[src/rtl/fhp_pkg.sv]
// fhp_pkg: shared constants for the head positioning control block
// assumes a 100 MHz core clock and 32-bit AXI4-Lite register access
package fhp_pkg;
  localparam int CLK_MHZ = 100;
  localparam int TICK_US = 125;
  localparam int TICK_CYCLES = TICK_US * CLK_MHZ;
  localparam logic [7:0] ADDR_CMD = 8'h00;
  localparam logic [7:0] ADDR_STAT = 8'h04;
  localparam logic [7:0] ADDR_RES = 8'h08;
  localparam logic [7:0] ADDR_SPEC = 8'h0C;
  localparam logic [7:0] ADDR_PCYL = 8'h10;
  localparam logic [7:0] ADDR_IDF = 8'h14;
  localparam logic [7:0] ADDR_CTRL = 8'h18;
  localparam logic [3:0] OP_READ_ID = 4'hA;
  localparam logic [3:0] OP_RECAL = 4'h7;
  localparam logic [3:0] OP_SEEK = 4'hF;
  localparam logic [3:0] OP_SENSE_INT = 4'h8;
  localparam logic [3:0] OP_SENSE_DRV = 4'h4;
  localparam logic [3:0] OP_SPECIFY = 4'h3;
  localparam logic [1:0] CAUSE_NORMAL = 2'h0;
  localparam logic [1:0] CAUSE_ABNORMAL = 2'h1;
  localparam logic [1:0] CAUSE_INVALID = 2'h2;
  localparam logic [1:0] CAUSE_POLL = 2'h3;
  localparam logic [6:0] RECAL_MAX_STEPS = 7'h4F;
  localparam logic [1:0] RATE_500K = 2'h0;
  localparam logic [1:0] RATE_300K = 2'h1;
  localparam logic [1:0] RATE_250K = 2'h2;
  localparam logic [1:0] RATE_1M = 2'h3;
  localparam logic [1:0] RESP_OKAY = 2'h0;
  localparam logic [1:0] RESP_SLVERR = 2'h2;
  localparam int STEP_PULSE_CYCLES = 4;
  localparam int RATE_FIELD_POS = 4;
  localparam int NODMA_FIELD_POS = 2;
  localparam int LOWPWR_FIELD_POS = 3;
  localparam int RES_PCYL_POS = 8;
  localparam int RES_ST3_POS = 16;
  localparam int PEND_DRIVES = 4;
endpackage

[src/rtl/fhp_delay.sv]
// fhp_delay: one-shot delay counter in units of base ticks
// assumes tick_i is a one-cycle enable pulse
`timescale 1ns/1ps
module fhp_delay
  import fhp_pkg::*;
#(
  parameter int W = 12
) (
  input wire logic clk_i,
  input wire logic rst_n_i,
  input wire logic start_i,
  input wire logic [W-1:0] ticks_i,
  input wire logic tick_i,
  output logic done_o
);
  logic [W-1:0] count;
  logic run;

  always_ff @(posedge clk_i or negedge rst_n_i) begin
    if (!rst_n_i) begin
      count <= '0;
      run <= 1'b0;
      done_o <= 1'b0;
    end else begin
      done_o <= 1'b0;
      if (start_i) begin
        count <= ticks_i;
        run <= 1'b1;
      end else if (run && tick_i) begin
        if (count <= {{(W-1){1'b0}}, 1'b1}) begin
          run <= 1'b0;
          done_o <= 1'b1;
        end else begin
          count <= count - 1'b1;
        end
      end
    end
  end
endmodule

[src/rtl/fhp_top.sv]
// fhp_top: control commands, head stepping, interrupt cause and timers
// assumes drive pins are asynchronous; host reaches it over AXI4-Lite
// How it works
// interrupt only after read id, recal, seek
// read id captures first good id field
// no address mark by second index: abnormal
// recal clears cylinder, steps out until track zero
// track zero high ends recal with done
// after 79 steps recal sets done, stuck
// busy in command phase, free during stepping
// seek picks direction from cylinder compare
// steps spaced by step rate, stop on equal
// cylinder counter follows each step
// head bit reads zero after seeks
// leaving low power clears cylinder and status
// interrupt pin on seek end or transfer need
// sense interrupt clears pin, returns cause
// cause codes: poll 11, normal 00, abnormal 01
// unsensed drive stays marked busy; any sense interrupt clears the mark of every drive
// host must sense interrupt after seek
// host recalibrates after power up
// sense drive status returns status three at once
// specify loads unload, step, load timers
// unload and step scale with data rate; of the two only step is scaled, the unload code is stored but drives no timer
// head load code scaled, zero means 128
// no dma bit picks transfer signalling
//
// Decided for this implementation: the address map and the AXI4-Lite interface to the registers.
`timescale 1ns/1ps
module fhp_top
  import fhp_pkg::*;
#(
  parameter int TICK_DIV = TICK_CYCLES
) (
  input wire logic ref_clk_i,
  input wire logic rst_n_i,
  input wire logic [7:0] s_axi_awaddr_i,
  input wire logic s_axi_awvalid_i,
  output logic s_axi_awready_o,
  input wire logic [31:0] s_axi_wdata_i,
  input wire logic [3:0] s_axi_wstrb_i,
  input wire logic s_axi_wvalid_i,
  output logic s_axi_wready_o,
  output logic [1:0] s_axi_bresp_o,
  output logic s_axi_bvalid_o,
  input wire logic s_axi_bready_i,
  input wire logic [7:0] s_axi_araddr_i,
  input wire logic s_axi_arvalid_i,
  output logic s_axi_arready_o,
  output logic [31:0] s_axi_rdata_o,
  output logic [1:0] s_axi_rresp_o,
  output logic s_axi_rvalid_o,
  input wire logic s_axi_rready_i,
  input wire logic track_zero_input_i,
  input wire logic index_pulse_input_i,
  input wire logic id_valid_i,
  input wire logic [31:0] id_field_i,
  input wire logic [7:0] drive_status_i,
  input wire logic xfer_need_i,
  output logic step_dir_o,
  output logic step_o,
  output logic head_load_o,
  output logic interrupt_pin_o,
  output logic transfer_request_pin_o,
  output logic request_for_master_o
);
  typedef enum logic [4:0] {
    ST_IDLE = 5'b00001,
    ST_STEP = 5'b00010,
    ST_WAIT = 5'b00100,
    ST_LOAD = 5'b01000,
    ST_RDID = 5'b10000
  } fhp_state_t;

  logic [1:0] rst_sync;
  logic rst_n;
  always_ff @(posedge ref_clk_i or negedge rst_n_i) begin
    if (!rst_n_i) rst_sync <= 2'b00;
    else rst_sync <= {rst_sync[0], 1'b1};
  end
  assign rst_n = rst_sync[1];

  // track zero, index and drive status pins: two flops before any use
  logic [1:0] tz_s, ix_s;
  logic ix_d;
  logic [7:0] ds_s0, ds_s1;
  always_ff @(posedge ref_clk_i or negedge rst_n) begin
    if (!rst_n) begin
      tz_s <= 2'b00;
      ix_s <= 2'b00;
      ix_d <= 1'b0;
      ds_s0 <= 8'h00;
      ds_s1 <= 8'h00;
    end else begin
      tz_s <= {tz_s[0], track_zero_input_i};
      ix_s <= {ix_s[0], index_pulse_input_i};
      ix_d <= ix_s[1];
      ds_s0 <= drive_status_i;
      ds_s1 <= ds_s0;
    end
  end
  wire track_zero = tz_s[1];
  wire index_rise = ix_s[1] & ~ix_d;

  // base tick of 125 us; slower rates stretch tick count
  logic [15:0] div_cnt;
  logic tick;
  always_ff @(posedge ref_clk_i or negedge rst_n) begin
    if (!rst_n) begin
      div_cnt <= '0;
      tick <= 1'b0;
    end else if (div_cnt == 16'(TICK_DIV - 1)) begin
      div_cnt <= '0;
      tick <= 1'b1;
    end else begin
      div_cnt <= div_cnt + 16'h0001;
      tick <= 1'b0;
    end
  end

  // registers
  logic [3:0] step_rate_code, head_unload_code;
  logic [6:0] head_load_code;
  logic no_dma_select, low_power;
  logic [1:0] rate_sel;
  logic [7:0] present_cylinder, target_cylinder;
  logic [31:0] id_capture;
  logic [7:0] result_status_first;
  logic [7:0] st3;
  logic missing_address_flag;
  logic [PEND_DRIVES-1:0] drive_pending;
  logic [1:0] cur_drive;
  logic busy;
  fhp_state_t state;

  // axi slave
  logic aw_hold, w_hold;
  logic [7:0] aw_addr;
  logic [31:0] w_data;
  logic [3:0] w_strb;
  wire wr_go = aw_hold && w_hold && !s_axi_bvalid_o;
  wire rd_go = s_axi_arvalid_i && s_axi_arready_o;
  wire cmd_wr = wr_go && aw_addr == ADDR_CMD && w_strb[0];
  wire [3:0] cmd_op = w_data[3:0];
  wire cmd_ok = cmd_wr && !busy;

  always_ff @(posedge ref_clk_i or negedge rst_n) begin
    if (!rst_n) begin
      aw_hold <= 1'b0;
      w_hold <= 1'b0;
      aw_addr <= '0;
      w_data <= '0;
      w_strb <= '0;
      s_axi_awready_o <= 1'b1;
      s_axi_wready_o <= 1'b1;
      s_axi_bvalid_o <= 1'b0;
      s_axi_bresp_o <= RESP_OKAY;
    end else begin
      if (s_axi_awvalid_i && s_axi_awready_o) begin
        aw_hold <= 1'b1;
        aw_addr <= s_axi_awaddr_i;
        s_axi_awready_o <= 1'b0;
      end
      if (s_axi_wvalid_i && s_axi_wready_o) begin
        w_hold <= 1'b1;
        w_data <= s_axi_wdata_i;
        w_strb <= s_axi_wstrb_i;
        s_axi_wready_o <= 1'b0;
      end
      if (wr_go) begin
        aw_hold <= 1'b0;
        w_hold <= 1'b0;
        s_axi_bvalid_o <= 1'b1;
        s_axi_bresp_o <= (aw_addr == ADDR_CMD || aw_addr == ADDR_SPEC ||
                          aw_addr == ADDR_CTRL) ? RESP_OKAY : RESP_SLVERR;
      end
      if (s_axi_bvalid_o && s_axi_bready_i) begin
        s_axi_bvalid_o <= 1'b0;
        s_axi_awready_o <= 1'b1;
        s_axi_wready_o <= 1'b1;
      end
    end
  end

  always_ff @(posedge ref_clk_i or negedge rst_n) begin
    if (!rst_n) begin
      s_axi_arready_o <= 1'b1;
      s_axi_rvalid_o <= 1'b0;
      s_axi_rdata_o <= '0;
      s_axi_rresp_o <= RESP_OKAY;
    end else if (rd_go) begin
      s_axi_arready_o <= 1'b0;
      s_axi_rvalid_o <= 1'b1;
      s_axi_rresp_o <= RESP_OKAY;
      case (s_axi_araddr_i)
        ADDR_STAT: s_axi_rdata_o <= {24'h0, busy, state != ST_IDLE,
                                     missing_address_flag, 1'b0,
                                     drive_pending};
        ADDR_RES: s_axi_rdata_o <= {8'h0, st3, present_cylinder,
                                    result_status_first};
        ADDR_SPEC: s_axi_rdata_o <= {17'h0, head_load_code,
                                     head_unload_code, step_rate_code};
        ADDR_PCYL: s_axi_rdata_o <= {24'h0, present_cylinder};
        ADDR_IDF: s_axi_rdata_o <= id_capture;
        ADDR_CTRL: s_axi_rdata_o <= {26'h0, rate_sel, low_power,
                                     no_dma_select, 2'b00};
        default: begin
          s_axi_rdata_o <= '0;
          s_axi_rresp_o <= RESP_SLVERR;
        end
      endcase
    end else if (s_axi_rvalid_o && s_axi_rready_i) begin
      s_axi_rvalid_o <= 1'b0;
      s_axi_arready_o <= 1'b1;
    end
  end

  // specify and control
  always_ff @(posedge ref_clk_i or negedge rst_n) begin
    if (!rst_n) begin
      step_rate_code <= '0;
      head_unload_code <= '0;
      head_load_code <= '0;
      no_dma_select <= 1'b0;
      low_power <= 1'b0;
      rate_sel <= RATE_500K;
    end else begin
      if (cmd_ok && cmd_op == OP_SPECIFY) begin
        step_rate_code <= w_data[11:8];
        head_unload_code <= w_data[15:12];
        head_load_code <= w_data[22:16];
      end
      if (wr_go && aw_addr == ADDR_CTRL && w_strb[0]) begin
        no_dma_select <= w_data[NODMA_FIELD_POS];
        low_power <= w_data[LOWPWR_FIELD_POS];
        rate_sel <= w_data[RATE_FIELD_POS +: 2];
      end
    end
  end
  wire lp_exit = wr_go && aw_addr == ADDR_CTRL && w_strb[0] &&
                 low_power && !w_data[LOWPWR_FIELD_POS];

  // ticks of 125 us at 1M, scaled: 500K x2, 300K x10/3, 250K x4
  function automatic logic [13:0] scale(input logic [10:0] t1m,
                                        input logic [1:0] r);
    logic [13:0] t;
    t = {3'b000, t1m};
    case (r)
      RATE_1M: scale = t;
      RATE_500K: scale = 14'(t << 1);
      RATE_300K: scale = 14'((t * 10) / 3);
      RATE_250K: scale = 14'(t << 2);
      default: scale = t;
    endcase
  endfunction
  // step (16-code) x 0.5 ms = 4 ticks each
  wire [10:0] step_1m = {4'h0, 5'h10 - {1'b0, step_rate_code}, 2'b00};
  wire [10:0] hlt_1m = (head_load_code == 7'h00) ? 11'h400 :
                       {1'b0, head_load_code, 3'b000};
  wire [13:0] step_ticks = scale(step_1m, rate_sel);
  wire [13:0] load_ticks = scale(hlt_1m, rate_sel);

  logic dly_start;
  logic [13:0] dly_ticks;
  logic dly_done;
  fhp_delay #(.W(14)) u_delay (
    .clk_i(ref_clk_i),
    .rst_n_i(rst_n),
    .start_i(dly_start),
    .ticks_i(dly_ticks),
    .tick_i(tick),
    .done_o(dly_done)
  );

  // stepping engine
  logic is_recal, seek_done_ev, seek_abn_ev;
  logic [6:0] step_count;
  logic [2:0] pulse_cnt;
  logic [1:0] idx_seen;
  always_ff @(posedge ref_clk_i or negedge rst_n) begin
    if (!rst_n) begin
      state <= ST_IDLE;
      present_cylinder <= '0;
      target_cylinder <= '0;
      step_dir_o <= 1'b0;
      step_o <= 1'b0;
      head_load_o <= 1'b0;
      is_recal <= 1'b0;
      step_count <= '0;
      pulse_cnt <= '0;
      seek_done_ev <= 1'b0;
      seek_abn_ev <= 1'b0;
      dly_start <= 1'b0;
      dly_ticks <= '0;
      cur_drive <= '0;
      idx_seen <= '0;
      id_capture <= '0;
      missing_address_flag <= 1'b0;
      busy <= 1'b0;
    end else begin
      seek_done_ev <= 1'b0;
      seek_abn_ev <= 1'b0;
      dly_start <= 1'b0;
      busy <= 1'b0;
      if (pulse_cnt != 3'h0) pulse_cnt <= pulse_cnt - 3'h1;
      else step_o <= 1'b0;
      if (lp_exit) present_cylinder <= '0;
      case (state)
        ST_IDLE: begin
          if (cmd_ok && cmd_op == OP_RECAL) begin
            present_cylinder <= '0;
            step_dir_o <= 1'b0;
            is_recal <= 1'b1;
            step_count <= '0;
            cur_drive <= w_data[9:8];
            state <= ST_STEP;
          end else if (cmd_ok && cmd_op == OP_SEEK) begin
            target_cylinder <= w_data[23:16];
            is_recal <= 1'b0;
            cur_drive <= w_data[9:8];
            state <= ST_STEP;
          end else if (cmd_ok && cmd_op == OP_READ_ID) begin
            head_load_o <= 1'b1;
            dly_ticks <= load_ticks;
            dly_start <= 1'b1;
            missing_address_flag <= 1'b0;
            cur_drive <= w_data[9:8];
            state <= ST_LOAD;
          end
        end
        ST_STEP: begin
          if (is_recal) begin
            if (track_zero) begin
              seek_done_ev <= 1'b1;
              state <= ST_IDLE;
            end else if (step_count == RECAL_MAX_STEPS) begin
              seek_abn_ev <= 1'b1;
              state <= ST_IDLE;
            end else begin
              step_o <= 1'b1;
              pulse_cnt <= 3'(STEP_PULSE_CYCLES);
              step_count <= step_count + 7'h01;
              dly_ticks <= step_ticks;
              dly_start <= 1'b1;
              state <= ST_WAIT;
            end
          end else if (present_cylinder == target_cylinder) begin
            seek_done_ev <= 1'b1;
            state <= ST_IDLE;
          end else begin
            step_dir_o <= present_cylinder < target_cylinder;
            step_o <= 1'b1;
            pulse_cnt <= 3'(STEP_PULSE_CYCLES);
            if (present_cylinder < target_cylinder)
              present_cylinder <= present_cylinder + 8'h01;
            else
              present_cylinder <= present_cylinder - 8'h01;
            dly_ticks <= step_ticks;
            dly_start <= 1'b1;
            state <= ST_WAIT;
          end
        end
        ST_WAIT: if (dly_done) state <= ST_STEP;
        ST_LOAD: if (dly_done) begin
          idx_seen <= '0;
          state <= ST_RDID;
        end
        ST_RDID: begin
          busy <= 1'b1;
          if (id_valid_i) begin
            id_capture <= id_field_i;
            state <= ST_IDLE;
          end else if (index_rise) begin
            if (idx_seen == 2'h1) begin
              missing_address_flag <= 1'b1;
              state <= ST_IDLE;
            end
            idx_seen <= idx_seen + 2'h1;
          end
        end
        default: state <= ST_IDLE;
      endcase
      if (cmd_wr && !busy) busy <= 1'b1;
    end
  end
  wire rdid_end = state == ST_RDID && (id_valid_i ||
                  (index_rise && idx_seen == 2'h1));
  wire rdid_abn = state == ST_RDID && !id_valid_i &&
                  index_rise && idx_seen == 2'h1;

  // interrupt cause and result status
  logic int_flag;
  logic [1:0] cause;
  logic pos_done, stuck;
  always_ff @(posedge ref_clk_i or negedge rst_n) begin
    if (!rst_n) begin
      int_flag <= 1'b0;
      cause <= CAUSE_POLL;
      pos_done <= 1'b0;
      stuck <= 1'b0;
      drive_pending <= '0;
      result_status_first <= '0;
      st3 <= '0;
    end else begin
      // low power exit first, so a same-cycle seek end still sets
      if (lp_exit) begin
        drive_pending <= '0;
        pos_done <= 1'b0;
        stuck <= 1'b0;
        cause <= CAUSE_POLL;
        result_status_first <= '0;
        int_flag <= 1'b0;
      end
      if (cmd_ok && cmd_op == OP_SENSE_INT) begin
        // head bit forced zero in returned status
        result_status_first <= {cause, pos_done, stuck, 2'b00,
                                cur_drive};
        int_flag <= 1'b0;
        drive_pending <= '0;
        pos_done <= 1'b0;
        stuck <= 1'b0;
        cause <= CAUSE_POLL;
      end
      if (cmd_ok && cmd_op == OP_SENSE_DRV)
        st3 <= ds_s1;
      if (cmd_ok && !(cmd_op inside {OP_SENSE_INT, OP_SENSE_DRV,
          OP_SPECIFY, OP_READ_ID, OP_RECAL, OP_SEEK}))
        result_status_first <= {CAUSE_INVALID, 6'h00};
      // set wins over sense clear
      if (seek_done_ev || seek_abn_ev) begin
        int_flag <= 1'b1;
        pos_done <= 1'b1;
        stuck <= seek_abn_ev;
        cause <= seek_abn_ev ? CAUSE_ABNORMAL : CAUSE_NORMAL;
        drive_pending[cur_drive] <= 1'b1;
      end
      if (rdid_end) begin
        int_flag <= 1'b1;
        cause <= rdid_abn ? CAUSE_ABNORMAL : CAUSE_NORMAL;
        pos_done <= 1'b0;
      end
    end
  end

  always_ff @(posedge ref_clk_i or negedge rst_n) begin
    if (!rst_n) begin
      interrupt_pin_o <= 1'b0;
      transfer_request_pin_o <= 1'b0;
      request_for_master_o <= 1'b0;
    end else begin

      interrupt_pin_o <= int_flag || (no_dma_select && xfer_need_i);
      transfer_request_pin_o <= !no_dma_select && xfer_need_i;
      request_for_master_o <= !busy || (no_dma_select && xfer_need_i);
    end
  end
endmodule

[config.mk]
export PLATFORM = sky130hd
export DESIGN_NAME = fhp_top
export DESIGN_NICKNAME = d
export VERILOG_FILES = /design/src/rtl/fhp_pkg.sv /design/src/rtl/fhp_delay.sv /design/src/rtl/fhp_top.sv
export SDC_FILE = /design/constraint.sdc
export NUM_CORES = 1
export LEC_CHECK = 0
export ABC_AREA = 1
export ABC_CLOCK_PERIOD_IN_PS = 13600
export BUFFER_PORTS_ARGS = -buffer_cell sky130_fd_sc_hd__buf_2
export CAP_MARGIN = 15
export CORE_MARGIN = 1
export CORE_UTILIZATION = 40
export DETAILED_ROUTE_END_ITERATION = 10
export SLEW_MARGIN = 20
export SYNTH_ARGS = -nofsm -noshare
export SYNTH_HDL_FRONTEND = slang
export SYNTH_SLANG_ARGS = --single-unit
export TNS_END_PERCENT = 50
[constraint.sdc]
create_clock -name ref_clk_i -period 13.6 [get_ports ref_clk_i]
set_input_delay 2.72 -clock ref_clk_i [delete_from_list [all_inputs] [get_ports ref_clk_i]]
set_output_delay 2.72 -clock ref_clk_i [all_outputs]
set_load 0.1 [all_outputs]
# Word-level counts from Yosys, hierarchy flattened
# Index checks and enable logic that the tools add are counted.
[op_classes] shift=0 div=2 n_eq_ne=48 muxes=133 mul=2 order_cmp=4 addsub=8 n_reduce_logical=77 bitwise_logic=5
[ops] cell="32-bit case mux with 6 select lines" n=1
[ops] cell="14-bit two-way mux" n=10
[ops] cell="14-bit case mux with 4 select lines" n=2
[ops] cell="15-bit by 2-bit divider with 32-bit output, second input constant" n=2
[ops] cell="1-bit two-way mux" n=64
[ops] cell="8-bit two-way mux" n=8
[ops] cell="5-bit two-way mux" n=9
[ops] cell="8-bit by 5-bit equality test with 1-bit output, second input constant" n=4
[ops] cell="1-bit logical AND" n=30
[ops] cell="7-bit two-way mux" n=4
[ops] cell="14-bit case mux with 2 select lines" n=1
[ops] cell="3-bit two-way mux" n=9
[ops] cell="2-bit inequality test, second input constant" n=13
[ops] cell="5-bit case mux with 5 select lines" n=1
[ops] cell="8-bit by 4-bit equality test with 1-bit output, second input constant" n=3
[ops] cell="2-bit two-way mux" n=12
[ops] cell="2-bit nonzero test" n=12
[ops] cell="16-bit by 1-bit adder with 16-bit output, second input constant" n=1
[ops] cell="16-bit by 14-bit equality test with 1-bit output, second input constant" n=1
[ops] cell="16-bit two-way mux" n=1
[ops] cell="8-bit case mux with 2 select lines" n=1
[ops] cell="3-bit inequality test, second input constant" n=5
[ops] cell="14-bit by 1-bit less-or-equal comparator with 1-bit output, second input constant" n=1
[ops] cell="11-bit by 3-bit multiplier with 14-bit output, second input constant" n=1
[ops] cell="other kinds (50)" n=83
[word_totals] wordCells=337 ff_bits=269 mem_count=0 out_inout_bits=47 mem_bits_rw=0 latch_bits=0 inputBits=103 romBits=0

# Logic depth before layout (Yosys ltp)
[logic_depth] depth_word=10 ltp_mapped=60 mapped_depth_nobuf=59

# Hierarchy
# A second synthesis with hierarchy kept.
[unflattened] cells_unflattened=1890 hier_area_um2=14587.7
[modules_own_cells] mod="fhp_top" area_per_inst_um2=13421.6 seq_area_each_um2=6188.4 cells_per_inst=1702 n_inst=1
[modules_own_cells] mod="fhp_delay" area_per_inst_um2=1166.1 seq_area_each_um2=400.4 cells_per_inst=188 n_inst=1

# Worst setup path after synthesis
# OpenSTA, ideal clock, no wires.
[synth_path] kind="register to register" start="register step_rate_code[0]" end="register dly_ticks[0]" arrival_time_ns=6.631 path_stages_with_launch=52 setup_ns=0.116 period_less_slack_ns=6.747 slack_ns=6.853 path_buffers=0 required_time_ns=13.484 cell_sequence="dfrtp_1 > clkinv_1 > ha_1 > ha_1 > ha_1 > inv_1 > fa_1 > or2_1 > nand2_1 > nand2_2 > inv_1 > ha_1 > o21ai_0 > nand3_2 > nand2_4 > o21ai_4 > nand2_4 > nand3_4 > [16 not listed] > inv_1 > ha_1 > nand2_4 > nand2_1 > nand2_1 > inv_1 > ha_1 > nand2_1 > nor2_1 > nand2_1 > nor2_1 > nand2_1 > nand2_1 > nand2_1 > nor2_1 > nor2_1 > nand2_1 > nand2_1"
[synth_between] elab_chain_len=8 word_cells_on_any_way=9 cone_classes="add/sub: 1; mul: 1; div: 1; mux: 6"
[synth_rtl] element="start, declared" line="fhp_top.sv:122" rtl="logic [3:0] step_rate_code, head_unload_code;"
[synth_rtl] element="start signal, assigned" line="fhp_top.sv:229" rtl="step_rate_code <= w_data[11:8];"
[synth_rtl] element="5-bit by 4-bit subtractor with 5-bit output (*)" line="fhp_top.sv:257" rtl="wire [10:0] step_1m = {4'h0, 5'h10 - {1'b0, step_rate_code}, 2'b00};"
[synth_rtl] element="5-bit by 3-bit multiplier with 8-bit output (*)" line="fhp_top.sv:251" rtl="RATE_300K: scale = 14'((t * 10) / 3);"
[synth_rtl] element="15-bit by 2-bit divider with 32-bit output (*)" line="fhp_top.sv:251"
[synth_rtl] element="14-bit case mux with 4 select lines (*)" line="fhp_top.sv:248" rtl="case (r)"
[synth_rtl] element="14-bit two-way mux" line="fhp_top.sv:336" rtl="end else if (step_count == RECAL_MAX_STEPS) begin"
[synth_rtl] element="14-bit two-way mux" line="fhp_top.sv:333" rtl="if (track_zero) begin"
[synth_rtl] element="14-bit two-way mux (*)" line="fhp_top.sv:332" rtl="if (is_recal) begin"
[synth_rtl] element="14-bit case mux with 2 select lines (*)" line="fhp_top.sv:308" rtl="case (state)"
[synth_rtl] element="end signal, assigned" line="fhp_top.sv:324" rtl="dly_ticks <= load_ticks;"
[synth_rtl] element="end signal, assigned" line="fhp_top.sv:343" rtl="dly_ticks <= step_ticks;"
[synth_rtl] element="end signal, assigned" line="fhp_top.sv:358" rtl="dly_ticks <= step_ticks;"
[synth_rtl] element="end, declared" line="fhp_top.sv:264" rtl="logic [13:0] dly_ticks;"
# Every way passes the cells marked *; elsewhere a longest branch is shown, timed or not. The select of a mux whose other input is x is not followed.
# A chain may end at the register's enable or synchronous reset.

# Final worst setup path
# Same ends and word-level chain as after synthesis.

==> metrics.md <==
| Metric | Value |
|---|---|
| Die Ht | `193 um` |
| Final wirelength | `35.3 mm` |
| Placed Area | `15700 um2` |
| Crit path largest cell delay | `0.53 ns` |
| Lkg Pwr | `8.71 nW` |
| Total grt overflow | `0` |
| Detailed-route via count | `12200` |
| CTS Sinks | `263` |
| Die width | `193 um` |
| Post-synth ARST share | `100%` |
| Mux contribution to synthesized area | `2.94%` |
| WL per Instance | `14.6 um` |
| Vias in the first global route | `11700` |
| Crit-path max FO | `13` |
| H-tree depth | `1` |
| Slew headroom | `37.9%` |
| FP Rows | `69` |
| Multi-input logic area | `6710 um2` |
| Sequential fraction of the synthesis area | `45.3%` |
| Run status | `finished, final reports clean` |
| CP most frequent cell | `nand2_1` |
| Unique masters post-synth | `72` |
| Worst hold path class | `reg2async` |
| WP data arrival | `8.65 ns` |
| Area Overhead vs Synth | `14.8%` |
| Bufs and invs on worst path | `7` |
| First-pass GRT wire length | `58.0 mm` |
| Synth Flop Type | `dfrtp_1` |
| Number of antenna violations at the first check in global routing | `0` |
| Worst Path Class, Setup | `reg2reg` |
| Buffers from clock root to sink, at most | `3` |
| Setup crit end | `dly_ticks[0]` |
| Worst clock skew | `0.0173 ns` |
| Max-Cap Viols | `0` |
| Initial Util | `40.8%` |
| Final Hold Slack | `0.348 ns` |
| Total Neg Setup Slack | `0 ns` |
| GRT Util Overall | `19.4%` |
| First-pass iteration count of the detailed router | `5` |
| DIE AREA | `37100 um2` |
| Mapped Cells | `1794` |
| Finished Cell Area | `16700 um2` |
| Max IR drop VDD | `0.000319 V` |
| Post-synth EDFFs | `0` |
| Core Region | `35700 um2` |
| Most frequent cells in the layout | `433 x nand2_1, 260 x inv_1, 256 x dfrtp_1, 149 x o21ai_0, 143 x nor2_1` |
| Clk pin slew, worst setup/hold paths | `0.06 ns` |
| Final ANT Viol Nets | `0` |
| Worst-skew pair later-pin latency | `0.56 ns` |
| Fin util | `46.8%` |
| Synth area leader | `dfrtp_1` |
| Ys Warns | `0` |
| Fin. max-slew vios | `0` |
| R2R setup slack | `5.40 ns` |
| Post-DP HPWL | `26.1 mm` |
| Slowest cell on the critical path | `dfrtp_1` |
| Total CTS buffers | `29` |
| Post-CTS Hold Buffers | `0` |
| Final net count | `2079` |
| Critical Path Sink Type | `register` |
| Synth Area in Adders | `4.29%` |
| CP startpoint | `step_rate_code[0]` |
| Dpl cells | `2358` |
| DRC errors left | `0` |
| Layout cell share with drive strength beyond 1 | `16.5%` |
| Slew @ Worst Pin | `0.929 ns` |
| Tmin final | `8.20 ns` |
| Worst path depth | `51` |
| CTS root buffer | `clkbuf_16` |
| Synth Area in Simple Gates | `24.8%` |
| I/O Buffers | `134` |
| Reg-to-Reg Start | `step_rate_code[0]` |
| RSZ-0062 raised after global routing | `no` |
| Worst Reg2Reg Path Length in Cells | `51` |
| Final worst-path cycle share | `60.3%` |
| Synth area leaders | `dfrtp_1 44%, nand2_1 11%, inv_1 6.7%, o21ai_0 5.1%, ha_1 3.9%` |
| CTS tree | `done` |
| Power density over cell area | `235 nW/um2` |
| Xor and xnor area share after synthesis | `1.49%` |
| Final GP Congestion | `0.899` |
| Final hold vios | `0` |
| Largest net degree at the start of global routing | `154` |
| Antenna diodes | `0` |
| Req. time, crit path | `14.05 ns` |
| Vias/cell | `5.04` |
| Syn_area_per_cell | `8.10 um2` |
| Reg-to-reg endpoint | `dly_ticks[0]` |
| #FFs+latches synth | `263` |
| Post-Layout Cell Count | `2412` |
| Netlist Area Pre-Place | `14500 um2` |
| CTS resizes | `0` |
| Critical Path Start Type | `register` |
| F_max | `122 MHz` |
| Most common cell after layout, fill and taps aside | `nand2_1` |
| Post-CTS Setup Repair Bufs | `0` |
| Register area | `6590 um2` |
| Post-synthesis compound-gate area fraction | `12.5%` |
| Total of fill cells in the finished design | `3476` |
| Synth top area share | `44.3%` |
| Main combinational cell family by area after synthesis | `simple AND/OR/NAND/NOR gates` |
| First DRT Iteration DRCs | `696` |
| Number of setup violations in the final report | `0` |
| Top Ports | `150` |
| CP top delay family | `simple AND/OR/NAND/NOR gates` |
==> cell families (layout without fill, tap and decap cells) <==
group | count (synthesis) | count (layout)
AOI/OAI and AO/OA | 306 | 306
xor gates and xnor gates | 23 | 23
adders and majority gates | 48 | 48
buffers and inverters | 318 | 474
DFF | 263 | 263
muxes | 38 | 38
other | 2 | 3
and+or+nand+nor | 796 | 796
==> routing by layer <==
| metal | track usage, % | wire, um | part of all wire [%] |
|---|---|---|---|
| met3 | 2.98 | 1590 | 4.5 |
| met2 | 34.0 | 17500 | 50 |
| met1 | 25.0 | 15500 | 44 |
| met5 | 0 | 0 | 0 |
| met4 | 4.51 | 638 | 1.8 |
==> synth_stat cells, drive strengths merged (8+ instances only) <==
| library cell | n |
|---|---|
| dfrtp | 257 |
| o22ai | 22 |
| nor3 | 35 |
| or2 | 8 |
| nand3 | 96 |
| ha | 45 |
| nand2 | 461 |
| clkbuf | 36 |
| a21oi | 57 |
| a31oi | 11 |
| nor4 | 10 |
| nor2 | 151 |
| nand4 | 25 |
| xor2 | 19 |
| a32o | 9 |
| mux2 | 37 |
| inv | 270 |
| o221ai | 15 |
| o21ai | 160 |
==> state kept, by name, indices dropped and copies added (netlist names), 6 cells and up <==
signal and cells:
id_capture 32, s_axi_rdata_o 32, w_data 22, div_cnt 16, dly_ticks 14, u_delay.count 14, aw_addr 8, ds_s0 8
ds_s1 8, present_cylinder 8, st3 8, target_cylinder 8, head_load_code 7, step_count 7, result_status_first 6
==> where the power goes <==
group          switching, mW  internal (mW)  leakage [nW]  total (mW)
Sequential            0.0633          0.874          3.33       0.937
Clock                  0.323          0.490         0.482       0.813
Combinational           1.45          0.722          4.90        2.17
Total                   1.83           2.09          8.71        3.92
==> final cells by class <==
class                   instances  share of cell area [%]
multi-input cells            1214                    40.2
flip-flops and latches        263                    39.5
inverters                     276                    6.28
clock buffers                  38                    4.79
repair buffers                144                    4.54
well taps                     461                    3.46
clock inverters                16                    1.18
==> worst min path at each step <==
| stage | end | slack [ns] | from |
|---|---|---|---|
| 2_1_floorplan | ds_s1[0] | 0.33 | ds_s0[0] |
| 3_3_place_gp | ds_s1[7] | 0.33 | ds_s0[7] |
| 3_5_place_dp | ds_s1[7] | 0.33 | ds_s0[7] |
| 4_1_cts | ds_s1[7] | 0.35 | ds_s0[7] |
| 5_1_grt | ds_s1[6] | 0.35 | ds_s0[6] |
| 6_report | s_axi_rdata_o[2] | 0.35 | rst_sync[1] |
==> through the flow <==
stage          setup WS (ns)  power, mW
2_1_floorplan           5.74       2.78
5_1_grt                 4.57       4.27
3_3_place_gp            5.52       3.08
3_5_place_dp            5.45       3.12
4_1_cts                 5.41       3.95
6_report                5.40       3.92
Power figures use the tool's default switching activity.
